--- src/inc/mmd_pkg.sv ---
// Functional notes
// [RL1] probe select high forces probe mode
// [RL2] convert mode; range input shortens integrate tenfold
// [RL3] count mode gate is 40000 oscillator periods
// [RL4] undriven selects mean converter mode
// [RL5] probe mode: overload text, points off
// [RL6] two point inputs choose display point
// [RL7] probe: upper point input lights high
// [RL8] probe: lower point input lights low, buzzer
// [RL9] point pull-downs only outside probe mode
// [RL10] sounder request turns buzzer on always
// [RL11] done pin low ten cycles per conversion
// [RL12] freeze high holds display, conversion continues
// [RL13] over-range when count exceeds 3999
// [RL14] under-range when reading at most 380
// [RL15] outside party ANDs flags with inverted done
// [RL16] probe during convert holds auto-zero phase
// [RL17] probe during count keeps counter, points shown
// [RL18] buzzer clock /8, converter counters clock /2
// [RL19] synchronise all pin inputs first; integ_positive_i is used without synchronising
// [RL20] mode change restarts conversion or gate
package mmd_pkg;
	localparam int CNT_W = 16;
	localparam logic [CNT_W-1:0] FULL_SCALE = 16'h0F9F;     // 3999
	localparam logic [CNT_W-1:0] UNDER_LIMIT = 16'h017C;    // 380
	localparam logic [CNT_W-1:0] AZ_COUNTS = 16'h07D0;      // 2000 auto-zero ticks
	localparam logic [CNT_W-1:0] INT_COUNTS_LO = 16'h07D0;  // 2000 integrate ticks
	localparam logic [CNT_W-1:0] INT_COUNTS_HI = 16'h00C8;  // 200, tenfold shorter
	localparam logic [CNT_W-1:0] DEINT_MAX = 16'h0FA0;      // 4000 ticks cap
	localparam logic [CNT_W-1:0] GATE_CYCLES = 16'h9C40;    // 40000 osc periods
	localparam logic [3:0] DONE_CYCLES = 4'hA;
	localparam logic [2:0] BUZ_DIV_HALF = 3'h3;             // toggle every 4 -> /8
	typedef enum logic [2:0] {
		MMD_MODE_ADC = 3'b001,
		MMD_MODE_FREQ = 3'b010,
		MMD_MODE_PROBE = 3'b100
	} mmd_mode_t;
	typedef enum logic [3:0] {
		MMD_PH_AZ = 4'b0001,
		MMD_PH_INT = 4'b0010,
		MMD_PH_DEINT = 4'b0100,
		MMD_PH_DONE = 4'b1000
	} mmd_phase_t;
	typedef enum logic [1:0] {
		MMD_DP_NONE = 2'h0,
		MMD_DP_ONE = 2'h1,
		MMD_DP_TWO = 2'h2,
		MMD_DP_THREE = 2'h3
	} mmd_point_t;
endpackage

--- src/mmd_control.sv ---
`timescale 1ns/10ps
module mmd_control
	import mmd_pkg::*;
(
	// clock and reset
	input wire logic sys_clk_i,
	input wire logic resetn_i,
	// function selects
	input wire logic probe_select_i,
	input wire logic measure_select_i,
	input wire logic range_or_count_input_i,
	// point / probe inputs
	input wire logic point0_low_input_i,
	input wire logic point1_high_input_i,
	input wire logic sounder_request_i,
	// comparator from analog integrator: high while charge remains
	input wire logic integ_positive_i,
	// done/freeze pin
	input wire logic freeze_i,
	output logic done_o,
	output logic done_oe_o,
	// display
	output logic [CNT_W-1:0] display_value_o,
	output logic [1:0] display_point_o,
	output logic points_off_o,
	output logic overload_text_o,
	output logic high_annunciator_o,
	output logic low_annunciator_o,
	output logic buzzer_o,
	// analog and pad control
	output logic autozero_o,
	output logic integrate_o,
	output logic deintegrate_o,
	output logic point_pulldown_en_o,
	// range flags
	output logic over_range_o,
	output logic under_limit_flag_o
);
	logic [6:0] sync_in;
	logic probe_s, meas_s, range_s, p0_s, p1_s, snd_s, frz_s;
	mmd_sync #(.W(7)) u_sync (
		.sys_clk_i(sys_clk_i),
		.resetn_i(resetn_i),
		.async_i({probe_select_i, measure_select_i, range_or_count_input_i, point0_low_input_i,
			point1_high_input_i, sounder_request_i, freeze_i}),
		.sync_o(sync_in)
	); // [RL19]
	assign {probe_s, meas_s, range_s, p0_s, p1_s, snd_s, frz_s} = sync_in;

	function automatic logic [CNT_W-1:0] inc_sat(input logic [CNT_W-1:0] v);
		inc_sat = (v == '1) ? v : v + 16'h0001;
	endfunction

	mmd_mode_t mode_q, mode_d;
	mmd_phase_t phase_q, phase_d;
	logic meas_prev_q, meas_prev_d;
	logic div2_q, div2_d;
	logic [CNT_W-1:0] tick_q, tick_d;
	logic [CNT_W-1:0] count_q, count_d;
	logic [CNT_W-1:0] result_q, result_d;
	logic [CNT_W-1:0] disp_q, disp_d;
	logic [3:0] done_cnt_q, done_cnt_d;
	logic range_prev_q, range_prev_d;
	logic [1:0] point_q, point_d;
	logic over_q, over_d, under_q, under_d;
	logic done_q, done_d, doe_q, doe_d;
	logic az_q, az_d, int_q, int_d, deint_q, deint_d;
	logic hi_q, hi_d, lo_q, lo_d, ol_q, ol_d, poff_q, poff_d, pd_q, pd_d;
	logic buz_req;
	logic new_mode;
	logic conv_end;

	always_comb begin
		// selects decode
		if (probe_s) begin
			mode_d = MMD_MODE_PROBE; // [RL1]
		end else if (meas_s) begin
			mode_d = MMD_MODE_FREQ;
		end else begin
			mode_d = MMD_MODE_ADC; // [RL4]
		end
	end

	always_comb begin
		div2_d = ~div2_q;
		meas_prev_d = meas_s;
		range_prev_d = range_s;
		phase_d = phase_q;
		tick_d = tick_q;
		count_d = count_q;
		result_d = result_q;
		done_cnt_d = done_cnt_q;
		conv_end = 1'b0;
		// frequency mode survives probe entry, so only a measure select change or a probe exit with measure low counts
		new_mode = (meas_s != meas_prev_q) || (mode_q == MMD_MODE_PROBE && mode_d != MMD_MODE_PROBE && !meas_s);
		if (new_mode) begin
			phase_d = MMD_PH_AZ; // [RL20]
			tick_d = '0;
			count_d = '0;
		end else if (meas_s) begin
			// counting runs even in probe mode [RL17]
			if (range_s && !range_prev_q) begin
				count_d = inc_sat(count_q); // [RL3]
			end
			if (tick_q == GATE_CYCLES - 16'h0001) begin
				tick_d = '0;
				result_d = count_d;
				count_d = '0;
				conv_end = 1'b1;
			end else begin
				tick_d = tick_q + 16'h0001; // [RL3]
			end
		end else if (probe_s) begin
			phase_d = MMD_PH_AZ; // [RL16]
			tick_d = '0;
		end else if (div2_q) begin
			// converter sequencer on divided clock [RL18]
			case (phase_q)
				MMD_PH_AZ: begin
					if (tick_q == AZ_COUNTS - 16'h0001) begin
						tick_d = '0;
						phase_d = MMD_PH_INT;
					end else begin
						tick_d = tick_q + 16'h0001;
					end
				end
				MMD_PH_INT: begin
					if (tick_q == (range_s ? INT_COUNTS_HI : INT_COUNTS_LO) - 16'h0001) begin // [RL2]
						tick_d = '0;
						phase_d = MMD_PH_DEINT;
					end else begin
						tick_d = tick_q + 16'h0001;
					end
				end
				MMD_PH_DEINT: begin
					if (!integ_positive_i || tick_q == DEINT_MAX) begin
						result_d = tick_q;
						tick_d = '0;
						phase_d = MMD_PH_AZ;
						conv_end = 1'b1;
					end else begin
						tick_d = tick_q + 16'h0001;
					end
				end
				default: begin
					phase_d = MMD_PH_AZ;
					tick_d = '0;
				end
			endcase
		end
		if (conv_end) begin
			done_cnt_d = DONE_CYCLES; // [RL11]
		end else if (done_cnt_q != 4'h0) begin
			done_cnt_d = done_cnt_q - 4'h1;
		end
	end

	always_comb begin
		disp_d = disp_q;
		// display takes the new result at pulse start unless frozen
		if (conv_end && !frz_s) begin
			disp_d = result_d; // [RL11] [RL12]
		end
		done_d = !(conv_end || done_cnt_q > 4'h1); // [RL11]
		doe_d = !done_d;
		over_d = over_q;
		under_d = under_q;
		if (conv_end) begin
			over_d = result_d > FULL_SCALE; // [RL13]
			under_d = result_d <= UNDER_LIMIT; // [RL14]
		end
		az_d = (phase_d == MMD_PH_AZ) && !meas_s; // [RL16]
		int_d = (phase_d == MMD_PH_INT) && !meas_s && !probe_s;
		deint_d = (phase_d == MMD_PH_DEINT) && !meas_s && !probe_s;
		point_d = {p1_s, p0_s}; // [RL6]
		ol_d = probe_s; // [RL5]
		poff_d = probe_s && !meas_s; // [RL5] [RL17]
		hi_d = probe_s && p1_s; // [RL7]
		lo_d = probe_s && p0_s; // [RL8]
		pd_d = !probe_s; // [RL9]
	end
	assign buz_req = snd_s || (probe_s && p0_s); // [RL8] [RL10]

	always_ff @(posedge sys_clk_i or negedge resetn_i) begin
		if (!resetn_i) begin
			mode_q <= MMD_MODE_ADC;
			phase_q <= MMD_PH_AZ;
			meas_prev_q <= 1'b0;
			range_prev_q <= 1'b0;
			div2_q <= 1'b0;
			tick_q <= '0;
			count_q <= '0;
			result_q <= '0;
			disp_q <= '0;
			done_cnt_q <= '0;
			done_q <= 1'b1;
			doe_q <= 1'b0;
			over_q <= 1'b0;
			under_q <= 1'b0;
			az_q <= 1'b1;
			int_q <= 1'b0;
			deint_q <= 1'b0;
			point_q <= MMD_DP_NONE;
			ol_q <= 1'b0;
			poff_q <= 1'b0;
			hi_q <= 1'b0;
			lo_q <= 1'b0;
			pd_q <= 1'b1;
		end else begin
			mode_q <= mode_d;
			phase_q <= phase_d;
			meas_prev_q <= meas_prev_d;
			range_prev_q <= range_prev_d;
			div2_q <= div2_d;
			tick_q <= tick_d;
			count_q <= count_d;
			result_q <= result_d;
			disp_q <= disp_d;
			done_cnt_q <= done_cnt_d;
			done_q <= done_d;
			doe_q <= doe_d;
			over_q <= over_d;
			under_q <= under_d;
			az_q <= az_d;
			int_q <= int_d;
			deint_q <= deint_d;
			point_q <= point_d;
			ol_q <= ol_d;
			poff_q <= poff_d;
			hi_q <= hi_d;
			lo_q <= lo_d;
			pd_q <= pd_d;
		end
	end

	mmd_buzzer u_buzzer (
		.sys_clk_i(sys_clk_i),
		.resetn_i(resetn_i),
		.enable_i(buz_req),
		.buzzer_o(buzzer_o)
	);

	assign done_o = done_q;
	assign done_oe_o = doe_q;
	assign display_value_o = disp_q;
	assign display_point_o = point_q;
	assign points_off_o = poff_q;
	assign overload_text_o = ol_q;
	assign high_annunciator_o = hi_q;
	assign low_annunciator_o = lo_q;
	assign autozero_o = az_q;
	assign integrate_o = int_q;
	assign deintegrate_o = deint_q;
	assign point_pulldown_en_o = pd_q;
	assign over_range_o = over_q;
	assign under_limit_flag_o = under_q;
endmodule

--- src/mmd_sync.sv ---
`timescale 1ns/10ps
module mmd_sync #(
	parameter int W = 1
) (
	input wire logic sys_clk_i,
	input wire logic resetn_i,
	input wire logic [W-1:0] async_i,
	output logic [W-1:0] sync_o
);
	logic [W-1:0] meta_q;
	logic [W-1:0] meta_d;
	logic [W-1:0] sync_q;
	logic [W-1:0] sync_d;
	always_comb begin
		meta_d = async_i;
		sync_d = meta_q;
	end
	always_ff @(posedge sys_clk_i or negedge resetn_i) begin
		if (!resetn_i) begin
			meta_q <= '0;
			sync_q <= '0;
		end else begin
			meta_q <= meta_d;
			sync_q <= sync_d;
		end
	end
	assign sync_o = sync_q;
endmodule

--- src/mmd_buzzer.sv ---
`timescale 1ns/10ps
module mmd_buzzer
	import mmd_pkg::*;
(
	input wire logic sys_clk_i,
	input wire logic resetn_i,
	input wire logic enable_i,
	output logic buzzer_o
);
	logic [2:0] div_q;
	logic [2:0] div_d;
	logic tone_q;
	logic tone_d;
	always_comb begin
		div_d = div_q;
		tone_d = tone_q;
		if (!enable_i) begin
			div_d = '0;
			tone_d = 1'b0;
		end else if (div_q == BUZ_DIV_HALF) begin
			div_d = '0;
			tone_d = ~tone_q; // [RL18]
		end else begin
			div_d = div_q + 3'h1;
		end
	end
	always_ff @(posedge sys_clk_i or negedge resetn_i) begin
		if (!resetn_i) begin
			div_q <= '0;
			tone_q <= 1'b0;
		end else begin
			div_q <= div_d;
			tone_q <= tone_d;
		end
	end
	assign buzzer_o = tone_q;
endmodule

--- config.mk ---
export PLATFORM = sky130hd
export DESIGN_NAME = mmd_control
export DESIGN_NICKNAME = d
export VERILOG_FILES = /design/src/inc/mmd_pkg.sv /design/src/mmd_control.sv /design/src/mmd_sync.sv /design/src/mmd_buzzer.sv
export SDC_FILE = /design/constraint.sdc
export NUM_CORES = 1
export LEC_CHECK = 0
export BUFFER_PORTS_ARGS = -buffer_cell sky130_fd_sc_hd__clkbuf_2
export CORE_MARGIN = 1.5
export CORE_UTILIZATION = 40
export DETAILED_ROUTE_END_ITERATION = 6
export HOLD_SLACK_MARGIN = 0.15
export SLEW_MARGIN = 25
export SYNTH_ARGS = -nofsm -noshare
export SYNTH_HDL_FRONTEND = slang
export SYNTH_SLANG_ARGS = --single-unit
--- constraint.sdc ---
create_clock -name sys_clk_i -period 5.85 [get_ports sys_clk_i]
set_clock_uncertainty 0.15 [all_clocks]
set_input_delay 0 -clock sys_clk_i [delete_from_list [all_inputs] [get_ports sys_clk_i]]
set_output_delay 0 -clock sys_clk_i [all_outputs]
set_load 0.03 [all_outputs]
==> impl_metrics.json <==
{
  "yosys.cell_types.count": 68,
  "firstDrtPassIters": 5,
  "ys_top_cells_by_area": "dfrtp_1 48%, nand2_1 5.4%, o21ai_0 5.2%, nor2_1 3.1%, dfstp_2 2.4%",
  "status": "finished clean",
  "endpoint_kind": "flip-flop",
  "cp_slowest_cell": "or4_4",
  "die_h_um": 119,
  "synth-seq-area-share_pct": 50.2,
  "async_flop_share_pct": 100,
  "syn2layout_area_growth_pct": 15.4,
  "syn_area_per_cell_um2": 9.39,
  "postLayoutCoreUtil_pct": 47.2,
  "drt_iter0_markers": 299,
  "dp_hpwl_um": 9860,
  "cts_setup_buffers": 0,
  "post_drt_wl_per_cell_um": 17.2,
  "setup-violations-final": 0,
  "die_w_um": 119,
  "final_common_cell": "dfrtp_1",
  "cts-buffers-inserted": 9,
  "post-route-min-period_ps": 3590,
  "numPortBuffers": 40,
  "wirelength_um": 13800,
  "cp_num_buf_inv": 0,
  "syn_nets": 592,
  "hold_class": "in -> reg",
  "pre_cts_ws_ps": 2210,
  "drive_gt1_share_pct": 13.0,
  "cts.sinks": 108,
  "antenna_found_initial": 0,
  "drc": 0,
  "track_usage_pct": 20.5,
  "first_global_vias": 4322,
  "crit_fanout": 17,
  "finalSetupTns_ps": 0,
  "rows": 42,
  "start_util_pct": 40.9,
  "worst_pin_slew_ps": 921,
  "fillers": 1231,
  "critPathKind": "reg -> reg",
  "yosys.area.top_type": "dfrtp_1",
  "insertedDiodeCount": 0,
  "gp_congestion": 0.939,
  "place_inst": 770,
  "layout.cells.non_filler": 800,
  "detail-route-antenna-nets": 0,
  "cp.required_ps": 5950,
  "maxSlewHeadroom_pct": 38.6,
  "clk_path_buf_depth": 2,
  "hold_viol": 0,
  "clkTransAtPathRegs_ps": 70,
  "synth_top_area_share_pct": 47.7,
  "grt_pass1_wl_um": 22800,
  "slew_viol_final": 0,
  "start_kind": "flip-flop",
  "yosysWarnings": 0,
  "fp.coreArea_um2": 13200,
  "die-area_um2": 14200,
  "most-common-layout-cells": "103 x dfrtp_1, 78 x nand2_1, 56 x o21ai_0, 44 x nor2_1, 39 x clkbuf_2",
  "nNetsFinal": 636,
  "via_count": 4512,
  "vias_per_cell": 5.64,
  "clockRootBuffer": "clkbuf_16",
  "fin_hold_ws_ps": 160,
  "clk_latency_ps": 360,
  "leakagePower_uw": 0.00281,
  "power_density_nw_per_um2": 248,
  "synth_area_um2": 5400,
  "gr-total-overflow": 0,
  "htreeDepth": 3,
  "ir_worst_vdd_mv": 0.170,
  "setup_ws_ps": 2260,
  "ctsHoldBuffers": 14,
  "crit_family": "simple AND/OR/NAND/NOR gates",
  "max_stage_delay_ps": 610,
  "cp_cell_sequence": "or4b_1 > or4_4 > nand3_1 > and2_1 > nor2_1 > a22o_1",
  "ys.flop_type": "dfrtp_1",
  "grt_max_degree": 76,
  "ioPinCount": 41,
  "syn_inst": 575,
  "fin_crit_sh_pct": 61.4,
  "maxClockFrequency_mhz": 279,
  "ctsResizeCount": 0,
  "synth_edf_count": 0,
  "drv_cap": 0,
  "cts_tree": "built",
  "cp.arrival_ps": 3690,
  "rsz0062_at_grt": "false",
  "ys_seq_elements": 108
}
## state kept, by name, indices dropped and copies added, names as in the netlist, 4 cells and up
register         count
tick_q              16
display_value_o     16
u_sync.sync_o        7
result_q            15
u_sync.meta_q        7
done_cnt_q           4
count_q             16
phase_q              4
## stage by stage
step,power (µW),cell area [µm²]
CTS,1560,6220
detailed placement,885,5750
global route,1610,6230
finish,1540,6230
floorplan,845,5400
global placement,884,5740
## worst reg2reg max path, stage by stage (launching register included)
cell	delay [ps]
dfrtp_1	480
or4b_1	560
or4_4	610
nand3_1	540
and2_1	560
nor2_1	300
a22o_1	280
## metal layers
metal  wire, µm  vias up  GRT usage (%)  share of wire (%)
li1           -     2146              -                  -
met1       6370     2221           28.2                 46
met2       6500      125           31.4                 47
met3        673       20           5.17                4.9
met4        258        0           7.30                1.9
met5          0        -              0                  0
## cells in the mapped netlist, drive strengths merged, types with 5 or more instances
| cell | instances |
|---|---|
| nand3 | 17 |
| and3 | 13 |
| nand4 | 8 |
| inv | 25 |
| clkbuf | 21 |
| ha | 7 |
| a21oi | 16 |
| nand2b | 6 |
| nand2 | 78 |
| nor3 | 20 |
| nor4b | 5 |
| xnor2 | 9 |
| nor2 | 45 |
| dfrtp | 103 |
| nor2b | 13 |
| o22ai | 7 |
| o21ai | 56 |
| nor4 | 7 |
| a22o | 12 |
| and2 | 12 |
| or4 | 5 |
| dfstp | 5 |
## path summary, 6_finish.rpt
| check | startpoint | endpoint | slack [ps] | cells after the start |
|---|---|---|---|---|
| max in group asynchronous | resetn_i | mode_q[1] | 4100 | 4 |
| worst max-delay path | tick_q[6] | tick_q[10] | 2260 | 6 |
| worst min register to register | u_sync.meta_q[0] | u_sync.sync_o[0] | 200 | 0 |
| worst max register to register | tick_q[6] | tick_q[10] | 2260 | 6 |
| worst min-delay path | freeze_i | u_sync.meta_q[0] | 160 | 2 |
| min in group asynchronous | resetn_i | phase_q[0] | 540 | 3 |
## power by group
group          internal [µW]  leakage [µW]  switching [µW]
logic                   35.1       0.00124            64.3
registers                766       0.00142            13.5
clock network            381      0.000159             283
total                   1180       0.00281             361
## cells by family after synthesis
| kind of cell | Yosys count | synth area share (%) |
|---|---|---|
| AND/OR/NAND/NOR | 257 | 25.1 |
| buffers and inverters | 49 | 3.64 |
| adder cells (fa/ha/maj) | 7 | 1.62 |
| AO/OA/AOI/OAI | 136 | 16.4 |
| XOR/XNOR | 13 | 2.11 |
| multiplexers | 5 | 0.973 |
| flip-flops | 108 | 50.2 |
## area by class of cell
cell class,instances,area [µm²],share of cell area (%)
flip-flops and latches,108,2710,43.5
multi-input cells,418,2510,40.3
repair buffers,57,375,6.02
clock buffers,10,229,3.67
well taps,176,220,3.53
clock inverters,6,93.8,1.51
inverters,25,93.8,1.51
Note: power is estimated with default switching activity, not from simulation.
